$ cat src/diag_status_pkg.sv
// Package for the diagnostic and status register bank.
// Assumes one clock domain and an 8-bit register port with byte offsets.
package diag_status_pkg;

    // ------------------------------------------------------------------
    // Register offsets
    // ------------------------------------------------------------------
    localparam logic [7:0] PIN_LEVEL_SNAPSHOT_OFS  = 8'h53;
    localparam logic [7:0] SELFTEST_CRC_TALLY_OFS  = 8'h54;
    localparam logic [7:0] LINK_CRC_TALLY_LOW_OFS  = 8'h55;
    localparam logic [7:0] LINK_CRC_TALLY_HIGH_OFS = 8'h56;
    localparam logic [7:0] LIMIT_ALARM_FLAGS_OFS   = 8'h57;
    localparam logic [7:0] PIN0_EXTREME_OFS        = 8'h58;
    localparam logic [7:0] PIN1_EXTREME_OFS        = 8'h59;
    localparam logic [7:0] TEMP_EXTREME_OFS        = 8'h5a;
    localparam logic [7:0] BAD_PACKET_TALLY_OFS    = 8'h5c;
    localparam logic [7:0] PACKET_ERROR_FLAGS_OFS  = 8'h5d;
    localparam logic [7:0] LANE01_ERROR_FLAGS_OFS  = 8'h5e;

    // ------------------------------------------------------------------
    // Field positions and reset values
    // ------------------------------------------------------------------
    localparam int PEAK_LSB   = 4;
    localparam int TROUGH_LSB = 0;
    localparam logic [2:0] PEAK_RESET   = 3'h0;
    localparam logic [2:0] TROUGH_RESET = 3'h7;
    localparam logic [7:0] TALLY_RESET  = 8'h00;
    localparam logic [7:0] FLAGS_RESET  = 8'h00;
    // Lane 1 fields sit at this offset above lane 0
    localparam int LANE1_SHIFT = 4;
    localparam int LANE_SOFT_BIT = 3;
    localparam int LANE_HARD_BIT = 2;
    localparam int LANE_CTRL_BIT = 1;

    // ------------------------------------------------------------------
    // Carriers
    // ------------------------------------------------------------------
    // One sensor channel: sample strobe, reading and limits
    typedef struct packed {
        logic       sample;
        logic [2:0] reading;
        logic [2:0] upper_limit;
        logic [2:0] lower_limit;
    } sensor_s;

    // Packet error events, one-cycle pulses
    typedef struct packed {
        logic short_line_flag;
        logic payload_checksum_fault;
        logic header_double_fault;
        logic header_single_fault;
    } packet_event_s;

    // Per-lane events, one-cycle pulses
    typedef struct packed {
        logic lane_sync_soft_fault;
        logic lane_sync_hard_fault;
        logic lane_hs_request_ctrl_fault;
    } lane_event_s;

endpackage

$ cat src/diag_status_registers.sv
// Diagnostic and status register bank: pin levels, CRC tallies, limit
// alarms with extreme capture, and CSI-2 receive error reporting.
// Assumes event inputs are one-cycle pulses on i_ref_clk, aux pins are
// asynchronous, and the register port master never waits.
//
// The address-and-strobe port was decided locally.

module diag_status_registers #(
    parameter int PIN_COUNT = 4
) (
    input  wire logic                          i_ref_clk,
    input  wire logic                          i_sys_rst,
    input  wire logic [7:0]                    i_reg_addr,
    input  wire logic [7:0]                    i_reg_wdata,
    input  wire logic                          i_reg_wr,
    input  wire logic                          i_reg_rd,
    output logic      [7:0]                    o_reg_rdata,
    input  wire logic [PIN_COUNT-1:0]          i_aux_pin,
    input  wire logic                          i_selftest_active,
    input  wire logic                          i_crc_error,
    input  wire logic                          i_selftest_clear,
    input  wire logic                          i_link_crc_clear,
    input  wire diag_status_pkg::sensor_s      i_pin0_sensor,
    input  wire diag_status_pkg::sensor_s      i_pin1_sensor,
    input  wire diag_status_pkg::sensor_s      i_temp_sensor,
    input  wire logic                          i_bad_packet,
    input  wire diag_status_pkg::packet_event_s i_packet_event,
    input  wire diag_status_pkg::lane_event_s  i_lane0_event,
    input  wire diag_status_pkg::lane_event_s  i_lane1_event,
    output logic                               o_tally_saturated
);

    // ------------------------------------------------------------------
    // Helper functions
    // ------------------------------------------------------------------
    // Saturating increment
    function automatic logic [7:0] sat_inc8(input logic [7:0] v);
        sat_inc8 = (v == 8'hff) ? v : v + 8'h01;
    endfunction

    // Read strobe aimed at one offset
    function automatic logic rd_hit(input logic [7:0] a, input logic [7:0] ofs,
                                    input logic rd);
        rd_hit = rd && (a == ofs);
    endfunction

    // ------------------------------------------------------------------
    // Pin synchroniser
    // ------------------------------------------------------------------
    logic [PIN_COUNT-1:0] pin_meta;
    logic [PIN_COUNT-1:0] pin_sync2;
    logic [PIN_COUNT-1:0] pin_sync3;
    logic [PIN_COUNT-1:0] pin_level;

    // Three stages; a level counts once stages two and three agree
    always_ff @(posedge i_ref_clk or posedge i_sys_rst) begin
        if (i_sys_rst) begin
            pin_meta  <= '0;
            pin_sync2 <= '0;
            pin_sync3 <= '0;
            pin_level <= '0;
        end else begin
            pin_meta  <= i_aux_pin;
            pin_sync2 <= pin_meta;
            pin_sync3 <= pin_sync2;
            for (int i = 0; i < PIN_COUNT; i++) begin
                if (pin_sync2[i] == pin_sync3[i]) begin
                    pin_level[i] <= pin_sync3[i];
                end
            end
        end
    end

    // ------------------------------------------------------------------
    // Read strobes per clearing-read register
    // ------------------------------------------------------------------
    logic rd_alarm;
    logic rd_pin0;
    logic rd_pin1;
    logic rd_temp;
    logic rd_bad;
    logic rd_pkt;

    // Clearing reads
    assign rd_alarm = rd_hit(i_reg_addr, diag_status_pkg::LIMIT_ALARM_FLAGS_OFS, i_reg_rd);
    assign rd_pin0  = rd_hit(i_reg_addr, diag_status_pkg::PIN0_EXTREME_OFS, i_reg_rd);
    assign rd_pin1  = rd_hit(i_reg_addr, diag_status_pkg::PIN1_EXTREME_OFS, i_reg_rd);
    assign rd_temp  = rd_hit(i_reg_addr, diag_status_pkg::TEMP_EXTREME_OFS, i_reg_rd);
    assign rd_bad   = rd_hit(i_reg_addr, diag_status_pkg::BAD_PACKET_TALLY_OFS, i_reg_rd);
    assign rd_pkt   = rd_hit(i_reg_addr, diag_status_pkg::PACKET_ERROR_FLAGS_OFS, i_reg_rd);

    // ------------------------------------------------------------------
    // CRC tallies
    // ------------------------------------------------------------------
    logic [7:0]  selftest_crc_error_tally;
    logic [15:0] link_crc_tally;

    // Self-test tally counts only while self-test is active
    always_ff @(posedge i_ref_clk or posedge i_sys_rst) begin
        if (i_sys_rst) begin
            selftest_crc_error_tally <= diag_status_pkg::TALLY_RESET;
        end else if (i_crc_error && i_selftest_active) begin
            selftest_crc_error_tally <= sat_inc8(selftest_crc_error_tally);
        end else if (i_selftest_clear) begin
            selftest_crc_error_tally <= diag_status_pkg::TALLY_RESET;
        end
    end

    // Link tally counts outside self-test, saturating
    always_ff @(posedge i_ref_clk or posedge i_sys_rst) begin
        if (i_sys_rst) begin
            link_crc_tally <= {2{diag_status_pkg::TALLY_RESET}};
        end else if (i_crc_error && !i_selftest_active) begin
            if (link_crc_tally != 16'hffff) begin
                link_crc_tally <= link_crc_tally + 16'h0001;
            end
        end else if (i_link_crc_clear) begin
            link_crc_tally <= {2{diag_status_pkg::TALLY_RESET}};
        end
    end

    // ------------------------------------------------------------------
    // Limit alarms and extreme capture
    // ------------------------------------------------------------------
    logic [5:0] alarm_flags;
    logic [2:0] peak     [3];
    logic [2:0] trough   [3];
    logic [2:0] over_ev;
    logic [2:0] under_ev;
    logic [2:0] ext_rd;
    diag_status_pkg::sensor_s sensor [3];

    // Channel 0 pin 0, channel 1 pin 1, channel 2 temperature
    assign sensor[0] = i_pin0_sensor;
    assign sensor[1] = i_pin1_sensor;
    assign sensor[2] = i_temp_sensor;
    assign ext_rd    = {rd_temp, rd_pin1, rd_pin0};

    // Limit comparison on each sample
    always_comb begin
        for (int c = 0; c < 3; c++) begin
            over_ev[c]  = sensor[c].sample && (sensor[c].reading > sensor[c].upper_limit);
            under_ev[c] = sensor[c].sample && (sensor[c].reading < sensor[c].lower_limit);
        end
    end

    // Alarm flags: an event in the reading cycle survives the clear
    always_ff @(posedge i_ref_clk or posedge i_sys_rst) begin
        if (i_sys_rst) begin
            alarm_flags <= '0;
        end else begin
            for (int c = 0; c < 3; c++) begin
                alarm_flags[2*c+1] <= over_ev[c] | (alarm_flags[2*c+1] & ~rd_alarm);
                alarm_flags[2*c]   <= under_ev[c] | (alarm_flags[2*c] & ~rd_alarm);
            end
        end
    end

    // Peak and trough capture; a read restarts from the idle marker
    always_ff @(posedge i_ref_clk or posedge i_sys_rst) begin
        if (i_sys_rst) begin
            for (int c = 0; c < 3; c++) begin
                peak[c]   <= diag_status_pkg::PEAK_RESET;
                trough[c] <= diag_status_pkg::TROUGH_RESET;
            end
        end else begin
            for (int c = 0; c < 3; c++) begin
                if (over_ev[c] && (ext_rd[c] || sensor[c].reading > peak[c])) begin
                    peak[c] <= sensor[c].reading;
                end else if (ext_rd[c]) begin
                    peak[c] <= diag_status_pkg::PEAK_RESET;
                end
                if (under_ev[c] && (ext_rd[c] || sensor[c].reading < trough[c])) begin
                    trough[c] <= sensor[c].reading;
                end else if (ext_rd[c]) begin
                    trough[c] <= diag_status_pkg::TROUGH_RESET;
                end
            end
        end
    end

    // ------------------------------------------------------------------
    // CSI-2 receive errors
    // ------------------------------------------------------------------
    logic [7:0] bad_packet_tally;
    logic [3:0] packet_error_flags;
    logic [7:0] lane01_error_flags;

    // Bad packet tally, cleared by read; a packet in the reading cycle restarts it at 1
    always_ff @(posedge i_ref_clk or posedge i_sys_rst) begin
        if (i_sys_rst) begin
            bad_packet_tally <= diag_status_pkg::TALLY_RESET;
        end else if (i_bad_packet) begin
            bad_packet_tally <= rd_bad ? 8'h01 : sat_inc8(bad_packet_tally);
        end else if (rd_bad) begin
            bad_packet_tally <= diag_status_pkg::TALLY_RESET;
        end
    end

    // Packet error flags, sticky until read
    always_ff @(posedge i_ref_clk or posedge i_sys_rst) begin
        if (i_sys_rst) begin
            packet_error_flags <= '0;
        end else begin
            packet_error_flags <= i_packet_event | (packet_error_flags & {4{~rd_pkt}});
        end
    end

    // Lane errors, sticky; no clearing path is offered
    always_ff @(posedge i_ref_clk or posedge i_sys_rst) begin
        if (i_sys_rst) begin
            lane01_error_flags <= diag_status_pkg::FLAGS_RESET;
        end else begin
            lane01_error_flags[diag_status_pkg::LANE_SOFT_BIT] <=
                lane01_error_flags[diag_status_pkg::LANE_SOFT_BIT] |
                i_lane0_event.lane_sync_soft_fault;
            lane01_error_flags[diag_status_pkg::LANE_HARD_BIT] <=
                lane01_error_flags[diag_status_pkg::LANE_HARD_BIT] |
                i_lane0_event.lane_sync_hard_fault;
            lane01_error_flags[diag_status_pkg::LANE_CTRL_BIT] <=
                lane01_error_flags[diag_status_pkg::LANE_CTRL_BIT] |
                i_lane0_event.lane_hs_request_ctrl_fault;
            lane01_error_flags[diag_status_pkg::LANE_SOFT_BIT + diag_status_pkg::LANE1_SHIFT] <=
                lane01_error_flags[diag_status_pkg::LANE_SOFT_BIT + diag_status_pkg::LANE1_SHIFT] |
                i_lane1_event.lane_sync_soft_fault;
            lane01_error_flags[diag_status_pkg::LANE_HARD_BIT + diag_status_pkg::LANE1_SHIFT] <=
                lane01_error_flags[diag_status_pkg::LANE_HARD_BIT + diag_status_pkg::LANE1_SHIFT] |
                i_lane1_event.lane_sync_hard_fault;
            lane01_error_flags[diag_status_pkg::LANE_CTRL_BIT + diag_status_pkg::LANE1_SHIFT] <=
                lane01_error_flags[diag_status_pkg::LANE_CTRL_BIT + diag_status_pkg::LANE1_SHIFT] |
                i_lane1_event.lane_hs_request_ctrl_fault;
            lane01_error_flags[4] <= 1'b0;
            lane01_error_flags[0] <= 1'b0;
        end
    end

    // ------------------------------------------------------------------
    // Read data mux
    // ------------------------------------------------------------------
    logic [7:0] next_rdata;

    // Select the register image; unmapped offsets read zero
    always_comb begin
        next_rdata = 8'h00;
        case (i_reg_addr)
            diag_status_pkg::PIN_LEVEL_SNAPSHOT_OFS:  next_rdata = 8'(pin_level);
            diag_status_pkg::SELFTEST_CRC_TALLY_OFS:  next_rdata = selftest_crc_error_tally;
            diag_status_pkg::LINK_CRC_TALLY_LOW_OFS:  next_rdata = link_crc_tally[7:0];
            diag_status_pkg::LINK_CRC_TALLY_HIGH_OFS: next_rdata = link_crc_tally[15:8];
            diag_status_pkg::LIMIT_ALARM_FLAGS_OFS:   next_rdata = {2'b00, alarm_flags};
            diag_status_pkg::PIN0_EXTREME_OFS:        next_rdata = {1'b0, peak[0], 1'b0, trough[0]};
            diag_status_pkg::PIN1_EXTREME_OFS:        next_rdata = {1'b0, peak[1], 1'b0, trough[1]};
            diag_status_pkg::TEMP_EXTREME_OFS:        next_rdata = {1'b0, peak[2], 1'b0, trough[2]};
            diag_status_pkg::BAD_PACKET_TALLY_OFS:    next_rdata = bad_packet_tally;
            diag_status_pkg::PACKET_ERROR_FLAGS_OFS:  next_rdata = {4'h0, packet_error_flags};
            diag_status_pkg::LANE01_ERROR_FLAGS_OFS:  next_rdata = lane01_error_flags;
            default:                                  next_rdata = 8'h00;
        endcase
    end

    // Read data registered; holds zero outside the answer cycle
    always_ff @(posedge i_ref_clk or posedge i_sys_rst) begin
        if (i_sys_rst) begin
            o_reg_rdata <= 8'h00;
        end else begin
            o_reg_rdata <= i_reg_rd ? next_rdata : 8'h00;
        end
    end

    // Saturation indicator for any tally
    always_ff @(posedge i_ref_clk or posedge i_sys_rst) begin
        if (i_sys_rst) begin
            o_tally_saturated <= 1'b0;
        end else begin
            o_tally_saturated <= (selftest_crc_error_tally == 8'hff) ||
                                 (link_crc_tally == 16'hffff) ||
                                 (bad_packet_tally == 8'hff);
        end
    end

endmodule

$ cat config.mk
export PLATFORM = sky130hd
export DESIGN_NAME = diag_status_registers
export DESIGN_NICKNAME = d
export VERILOG_FILES = /design/src/diag_status_pkg.sv /design/src/diag_status_registers.sv
export SDC_FILE = /design/constraint.sdc
export NUM_CORES = 1
export LEC_CHECK = 0
export ABC_AREA = 1
export ABC_CLOCK_PERIOD_IN_PS = 9500
export BUFFER_PORTS_ARGS = -buffer_cell sky130_fd_sc_hd__buf_2
export CAP_MARGIN = 20
export CELL_PAD_IN_SITES_DETAIL_PLACEMENT = 0
export CELL_PAD_IN_SITES_GLOBAL_PLACEMENT = 1
export CORE_MARGIN = 10
export CORE_UTILIZATION = 38
export DETAILED_ROUTE_END_ITERATION = 10
export PLACE_DENSITY_LB_ADDON = 0.1
export RECOVER_POWER = 100
export SYNTH_ARGS = -nofsm -noshare
export SYNTH_HDL_FRONTEND = slang
export SYNTH_SLANG_ARGS = --single-unit
export TNS_END_PERCENT = 30
$ cat constraint.sdc
create_clock -name i_ref_clk -period 9.5 [get_ports i_ref_clk]
set_clock_uncertainty 0.05 [all_clocks]
set_input_delay 1.9 -clock i_ref_clk [delete_from_list [all_inputs] [get_ports i_ref_clk]]
set_output_delay 1.9 -clock i_ref_clk [all_outputs]
set_load 0.02 [all_outputs]
==> flow_summary.toml, run 1 <==
[clocking]
ctsResizeCount = 0
cts_hold_buf = 0
cts_buffer_depth = 2
clk_pin_slew_ps = 70
cts.sinks = 91
cts_max_level = 3
root_buffer = "clkbuf_16"
cts_buffers = 9
cts_tree = "built"
clock_latency_ps = 360
cts_setup_buffers = 0

[global_route]
grt_pass1_vias = 5071
grt_use_total_pct = 15.61
grt_pass1_wl_mm = 25.30
grt_max_degree = 69
antenna_found_initial = 0
overflow = 0

[logic_synthesis]
synth_nets = 842
netlist_area_sq_mm = 0.005552
yosys_warnings = 0
synth_ff_type = "dfrtp_1"
synth_adder_area_share_pct = 8.159
synth_compound_area_share_pct = 8.519
syn_avg_cell_area_sq_um = 7.502
synth-simple-area-share_pct = 33.22
synthMuxAreaShare_pct = 0
synthCells = 740
synth_top_family_by_area = "simple AND/OR/NAND/NOR gates"
synth_edf_count = 0
ys_seq_area_share_pct = 41.22
async_flop_share_pct = 100.0
synth-xor-area-share_pct = 1.104
synth_cell_types = 37
ys_seq_elements = 91

[floorplanning]
die_area_sq_mm = 0.01984
fp.dieW_microns = 140.9
start_util_pct = 38.49
chipHeight_microns = 140.9
coreArea_sq_mm = 0.01442
row_count = 44
io_pins = 78

[sta]
slew_viol_final = 163
max_freq_ghz = 0.1879
whs_ps = 303.3
worstMarginPinSlew_ps = 2770
setup_viol = 0
slew_headroom_pct = -84.69
post-route-period-util_pct = 56.01
setup-tns-final_ps = 0
hold_viol = 0
min_period_ps = 5321
rsz0062_at_grt = "no"

[routing]
drt_iter0_drc = 252
viasPerCell = 4.957
wl_met2_mm = 6.950
remaining_drc_errors = 0
top_layer = "met4"
dr_wl_met3_microns = 574
vias = 4957
wl_met1_mm = 7.292
dr.pass1.iters = 5
final_antenna_net_count = 0
wirelength_mm = 14.99
wire_per_inst_microns = 14.99

[power]
p_int_uw = 736.7
seqPwrFrac_pct = 45.8
pwr-share-comb_pct = 21.2
swShare_pct = 33.76
clkPwrFrac_pct = 33.0
p_switching_uw = 375.5
p_leak_uw = 0.003233
peakVddDrop_uv = 87.18
power_density_mw_per_mm2 = 175.9

[worst_setup_path]
rr_startpoint = "link_crc_tally[1]$_DFFE_PP0P_"
crit_type = "input port to asynchronous set/reset pin"
r2r_cells = 9
ff2ff_setup_slack_ps = 7430
path_max_fanout = 51
worstSetupEndpointType = "asynchronous set/reset pin"
r2r-end = "link_crc_tally[14]$_DFFE_PP0P_"
worstPathRequired_ps = 9320
worstPathArrival_ps = 5140
cp-start-kind = "input port"

[layout]
nNetsFinal = 913
diodes = 0
syn_to_final_growth_pct = 13.88
layout-drive-gt1-share_pct = 13.36
layoutNonFillerInstCount = 1000
final_core_util_pct = 43.83

[place]
globalplace.congestion = 0.8504
post-dp-hpwl_mm = 11.72
placed_cells = 984
io_buffers = 68

[job]
drv_cap = 3

[outcome]
violations = "max-capacitance violations, max-slew violations"
status = "finished, violations left"

[worst_hold_path]
whs_endpoint = "pin_sync2[1]$_DFF_PP0_"
hold_depth = 0
hp-start = "pin_meta[1]$_DFF_PP0_"
hp-class = "flip-flop to flip-flop"
-- registers in the layout, indices dropped and copies added, names as in the netlist --
signal,cells
trough,9
o_tally_saturated,1
o_reg_rdata,8
lane01_error_flags,6
pin_level,4
packet_error_flags,4
pin_sync2,4
pin_meta,4
bad_packet_tally,8
link_crc_tally,16
selftest_crc_error_tally,8
peak,9
alarm_flags,6
pin_sync3,4
-- synthesized netlist by cell type, types with 8 or more instances --
cell type / count / area share (%)
dfstp_2: 9 / 4.3
nor2_1: 75 / 5.1
ha_1: 33 / 7.4
nor2_2: 8 / 0.90
nand4_1: 8 / 0.90
o21ai_1: 8 / 0.72
nand2_1: 178 / 12
inv_1: 95 / 6.4
a21oi_1: 17 / 1.5
o21ai_0: 34 / 3.1
nand3_1: 121 / 11
dfrtp_1: 82 / 37
-- power groups by stage --
stage | clock network [uW] | registers, uW | logic [uW]
global placement | 0 | 514 | 230
CTS | 378 | 508 | 243
detailed placement | 0 | 516 | 241
finish | 367 | 509 | 236
floorplan | 0 | 494 | 185
global route | 391 | 517 | 284
-- worst max-delay path: stages --
cell        delay, ps
buf_2             100
clkinvlp_2       1060
clkbuf_1         2030
-- per-layer routing --
layer  track usage [%]  vias up
met4             4.022        0
li1                  -     2553
met5                 0        -
met2             25.17       93
met3             3.829       13
met1             20.40     2298
-- logic make-up (layout without fill, tap and decap cells) --
group | after synthesis | in the layout
and+or+nand+nor | 415 | 415
xor gates and xnor gates | 7 | 7
adders and majority gates | 37 | 37
AOI/OAI and AO/OA | 81 | 81
DFF | 91 | 91
buffers and inverters | 109 | 185
-- cells in the final DEF, fill, tap and decap left out, types with 13 or more instances in the layout --
cell type / instances
inv_1: 94
nand2_1: 179
dfrtp_1: 82
a21oi_1: 17
clkbuf_1: 13
nor2_1: 78
nand3_1: 122
o21ai_0: 45
ha_1: 33
buf_2: 57
-- per-stage QoR --
stage | total power [uW] | worst slack, ps | instance area [sq um]
floorplan | 678.9 | 5201 | 5552
global placement | 743.6 | 5837 | 6083
detailed placement | 756.6 | 5800 | 6083
CTS | 1129 | 6181 | 6385
global route | 1193 | 3215 | 6322
finish | 1112 | 4179 | 6322
-- worst max-delay path by stage --
stage,start,cells after the start,to
floorplan,i_sys_rst,1,alarm_flags[0]$_DFF_PP0_
global placement,i_reg_addr[7],12,trough[1]$_DFFE_PP1P_
detailed placement,i_reg_addr[7],10,bad_packet_tally[0]$_DFFE_PP0P_
CTS,i_reg_addr[7],10,bad_packet_tally[0]$_DFFE_PP0P_
global route,i_sys_rst,3,lane01_error_flags[3]$_DFF_PP0_
finish,i_sys_rst,3,lane01_error_flags[3]$_DFF_PP0_
-- final cells by class --
| cell class | instances | area [sq um] |
|---|---|---|
| Timing Repair Buffer | 70 | 334.1 |
| Inverter | 99 | 372.9 |
| Sequential cell | 91 | 2288 |
| Clock buffer | 9 | 225.2 |
| Tap cell | 184 | 230.2 |
| Fill cell | 1515 | 8102 |
| Multi-Input combinational cell | 540 | 2795 |
| Clock inverter | 7 | 76.32 |
Note: power is estimated with default switching activity, not from simulation.
==> run 2: changes to the inputs <==
ABC_CLOCK_PERIOD_IN_PS = 5100   (was 9500)
clock period = 5.1 ns   (was 9.5 ns; I/O delays follow)
==> flow_summary.toml, run 2 (synthesized netlist as in run 1, its figures left out) <==
[outcome]
status = "finished, final reports clean"

[clocking]
cts_max_level = 3
clk_pin_slew_ps = 80
cts_tree = "built"
root_buffer = "clkbuf_16"
cts_setup_buffers = 0
cts_hold_buf = 0
cts_buffer_depth = 2
clock_latency_ps = 360
cts.sinks = 91
cts_buffers = 9
ctsResizeCount = 0

[place]
io_buffers = 68
post-dp-hpwl_mm = 11.76
globalplace.congestion = 0.8619

[global_route]
overflow = 0
antenna_found_initial = 0
grt_max_degree = 58
grt_pass1_wl_mm = 25.39
grt_pass1_vias = 5074
grt_use_total_pct = 15.64

[power]
p_switching_uw = 709.7
swShare_pct = 33.98
peakVddDrop_uv = 207.4
seqPwrFrac_pct = 45.5
power_density_mw_per_mm2 = 328.5
clkPwrFrac_pct = 33.2
p_int_uw = 1379
pwr-share-comb_pct = 21.3
p_leak_uw = 0.003255

[worst_setup_path]
rr_startpoint = "link_crc_tally[0]$_DFFE_PP0P_"
crit_type = "input port to flip-flop"
worstPathRequired_ps = 5300
critPathMaxStageDelay_ps = 660
worstSetupEndpointType = "flip-flop"
critPathLaunch = "i_crc_error"
cpMaxStageDelayCell = "nor2_1"
cp-start-kind = "input port"
path_max_fanout = 9
worstPathArrival_ps = 2940
path_common_cell = "nor2_1"
path_cells = "clkbuf_1, inv_1, nor2_1, inv_1, nor2_1, nor2_1, nand2_1, nand2_1"

[floorplanning]
io_pins = 78
die_area_sq_mm = 0.01984
chipHeight_microns = 140.9
coreArea_sq_mm = 0.01442
fp.dieW_microns = 140.9
start_util_pct = 38.49
row_count = 44

[worst_hold_path]
hp-start = "pin_meta[3]$_DFF_PP0_"
hp-class = "flip-flop to flip-flop"

[layout]
nFillCells = 1529
diodes = 0
max_flop_register = "link_crc_tally"
largestRegisters = "link_crc_tally (16), peak (9), trough (9)"
final_common_cell = "nand2_1"
final_cell_mix = "nand2_1, nand3_1, inv_1, dfrtp_1, nor2_1"
final_core_util_pct = 44.08
nNetsFinal = 915
layout-drive-gt1-share_pct = 13.20
largest_reg_flops = 16
syn_to_final_growth_pct = 14.51

[routing]
wire_per_inst_microns = 15.06
viasPerCell = 5.008
final_antenna_net_count = 0
vias = 5018
dr.pass1.iters = 5
drt_iter0_drc = 349
remaining_drc_errors = 0
wirelength_mm = 15.09

[sta]
hold_viol = 0
min_period_ps = 2740
setup-tns-final_ps = 0
slew_headroom_pct = 40.99
max_freq_ghz = 0.3650
rsz0062_at_grt = "no"
worstMarginPinSlew_ps = 881.9
slew_viol_final = 0
post-route-period-util_pct = 53.72
setup_viol = 0

[job]
drv_cap = 0
## run 2: cell types whose count changed in the layout (fill, tap and decap cells not counted), sizes merged
| cell | delta |
|---|---|
| buf | +3 |
| clkbuf | -1 |
## run 2: worst paths after layout
kind / end / slack (ps) / depth (start not counted)
max: link_crc_tally[14]$_DFFE_PP0P_ / 2360 / 8
min: pin_sync2[3]$_DFF_PP0_ / 300 / 0
max reg2reg: link_crc_tally[14]$_DFFE_PP0P_ / 3070 / 9
min reg2reg: pin_sync2[3]$_DFF_PP0_ / 300 / 0
max in group asynchronous: link_crc_tally[9]$_DFFE_PP0P_ / 3080 / 4
min in group asynchronous: bad_packet_tally[6]$_DFFE_PP0P_ / 730 / 2
## run 2: power groups by stage
stage	clock [uW]	sequential [uW]	combinational, uW
after floorplan	0	920	344
after global placement	0	957	429
after detailed placement	0	962	454
after CTS	714	949	456
after global routing	745	962	532
final	694	950	445
## run 2: cell type report
class | instances | area, sq um | area share [%]
clock buffer | 9 | 225.2 | 3.543
clock inverter | 7 | 86.33 | 1.358
inverter | 99 | 372.9 | 5.865
multi-input combinational | 540 | 2776 | 43.67
sequential | 91 | 2288 | 36.00
tap | 184 | 230.2 | 3.621
timing repair buffer | 72 | 377.9 | 5.944
## run 2: metal layers
| layer | wire [microns] | global-route usage, % | vias to the layer above |
|---|---|---|---|
| li1 | - | - | 2565 |
| met1 | 7278 | 20.62 | 2362 |
| met2 | 7097 | 25.12 | 81 |
| met5 | 0 | 0 | - |
| met4 | 163 | 3.967 | 0 |
| met3 | 549 | 3.695 | 10 |
## run 2: worst max-delay path, delay by kind of cell
kind                   cells  cell delay (ps)
and+or+nand+nor            5             1550
buffers and inverters      3              370
## run 2: through the flow
stage               total power [uW]  area [sq um]  hold slack [ps]  std cells  worst slack [ps]
finish                          2088          6357            304.2       1002              2360
global route                    2239          6357            321.2       1002              2154
CTS                             2119          6395            308.6       1000              2394
detailed placement              1416          6083            290.4        984              2008
global placement                1386          6083            281.4        984              2034
floorplan                       1265          5552            281.2        740              1681
==> run 3: changes to the inputs <==
ABC_CLOCK_PERIOD_IN_PS = 2700   (was 5100)
clock period = 2.7 ns   (was 5.1 ns; I/O delays follow)
==> flow_summary.toml, run 3 (synthesized netlist as in run 1, its figures left out) <==
[outcome]
status = "finished, final reports clean"

[worst_setup_path]
crit_type = "flip-flop to flip-flop"
worstSetupEndpointType = "flip-flop"
crit_buf_inv = 1
cp-start-kind = "flip-flop"
path_cells = "ha_1, nand3_1, inv_1, nand2_1, nor2_1, nor2_1, nor2_1, nand2_1, nand2_1"
worstPathRequired_ps = 2900
cpMaxStageDelayCell = "nor2_1"
crit_family = "simple AND/OR/NAND/NOR gates"
critPathMaxStageDelay_ps = 500
path_max_fanout = 8
worstPathArrival_ps = 2430

[layout]
diodes = 0
seq_area_sq_mm = 0.002288
largestRegisters = "link_crc_tally (16), peak (9), trough (9)"
final_common_cell = "nand2_1"
final_cell_mix = "nand2_1, nand3_1, inv_1, dfrtp_1, nor2_1"
nNetsFinal = 914
largest_reg_flops = 16
final_core_util_pct = 44.08
nFillCells = 1536
max_flop_register = "link_crc_tally"
layoutNonFillerInstCount = 1001
syn_to_final_growth_pct = 14.51
multi_input_area_sq_mm = 0.002793
layout-drive-gt1-share_pct = 13.59

[routing]
wl_met2_mm = 6.811
vias = 4994
viasPerCell = 4.989
dr.pass1.iters = 6
drt_iter0_drc = 328
wire_per_inst_microns = 14.91
wl_met1_mm = 7.222
remaining_drc_errors = 0
top_layer = "met4"
wirelength_mm = 14.92
final_antenna_net_count = 0
dr_wl_met3_microns = 722

[floorplanning]
row_count = 44
die_area_sq_mm = 0.01984
coreArea_sq_mm = 0.01442
start_util_pct = 38.49
chipHeight_microns = 140.9
io_pins = 78
fp.dieW_microns = 140.9

[global_route]
grt_pass1_vias = 4862
grt_max_degree = 69
antenna_found_initial = 0
overflow = 0
grt_pass1_wl_mm = 24.92
grt_use_total_pct = 15.42

[place]
post-dp-hpwl_mm = 11.64
globalplace.congestion = 0.8508
placed_cells = 985
io_buffers = 68

[job]
drv_cap = 0

[sta]
slew_headroom_pct = 20.45
min_period_ps = 2229
setup-tns-final_ps = 0
post-route-period-util_pct = 82.55
hold_viol = 0
setup_viol = 0
rsz0062_at_grt = "no"
worstMarginPinSlew_ps = 1193
slew_viol_final = 0
max_freq_ghz = 0.4487

[clocking]
clock_latency_ps = 360
cts_tree = "built"
cts_buffers = 9
clk_pin_slew_ps = 80
cts.sinks = 91
cts_buffer_depth = 2
cts_max_level = 3
root_buffer = "clkbuf_16"
ctsResizeCount = 0
cts_hold_buf = 0
cts_setup_buffers = 0

[power]
power_density_mw_per_mm2 = 619.5
p_leak_uw = 0.003253
peakVddDrop_uv = 391.9

[worst_hold_path]
hp-class = "input port to asynchronous set/reset pin"
[run 3: cell count changes in the layout (fill, tap and decap cells not counted), sizes merged]
| cell | delta |
|---|---|
| buf | -2 |
| clkbuf | +1 |
[run 3: metrics by stage]
| step | hold slack, ps | power (uW) | worst slack (ps) | instance area (sq um) |
|---|---|---|---|---|
| after floorplan | 281.2 | 2389 | 1054 | 5555 |
| after global placement | 282.3 | 2625 | 678.2 | 6131 |
| after detailed placement | 284.7 | 2669 | 672.6 | 6131 |
| after CTS | 76.41 | 4005 | 762.2 | 6445 |
| after global routing | 163.8 | 4219 | 289.8 | 6357 |
| final | 134.1 | 3939 | 471.2 | 6357 |
[run 3: layout make-up]
type / instances / share of cell area [%]
multi-input cells: 540 / 43.93
flip-flops and latches: 91 / 36.00
inverters: 99 / 5.865
repair buffers: 71 / 5.648
well taps: 184 / 3.621
clock buffers: 9 / 3.543
clock inverters: 7 / 1.397
[run 3: per-layer routing]
metal	up-vias	GRT usage (%)
met5	-	0
li1	2563	-
met4	0	3.478
met1	2332	20.81
met2	88	23.94
met3	11	4.266
[run 3: power breakdown]
part | switching [uW] | total (uW) | internal (uW)
Clock | 646 | 1310 | 668
Combinational | 501 | 837 | 336
Sequential | 185 | 1790 | 1600
[run 3: worst paths after layout]
kind	start	endpoint	slack (ps)	cells after the start
worst max-delay path	link_crc_tally[0]$_DFFE_PP0P_	link_crc_tally[2]$_DFFE_PP0P_	470	9
worst min-delay path	i_sys_rst	lane01_error_flags[5]$_DFF_PP0_	130	2
worst max register to register	link_crc_tally[0]$_DFFE_PP0P_	link_crc_tally[2]$_DFFE_PP0P_	470	9
worst min register to register	pin_meta[3]$_DFF_PP0_	pin_sync2[3]$_DFF_PP0_	300	0
max in group asynchronous	i_sys_rst	selftest_crc_error_tally[4]$_DFFE_PP0P_	970	3
min in group i_ref_clk	i_aux_pin[1]	pin_meta[1]$_DFF_PP0_	230	1
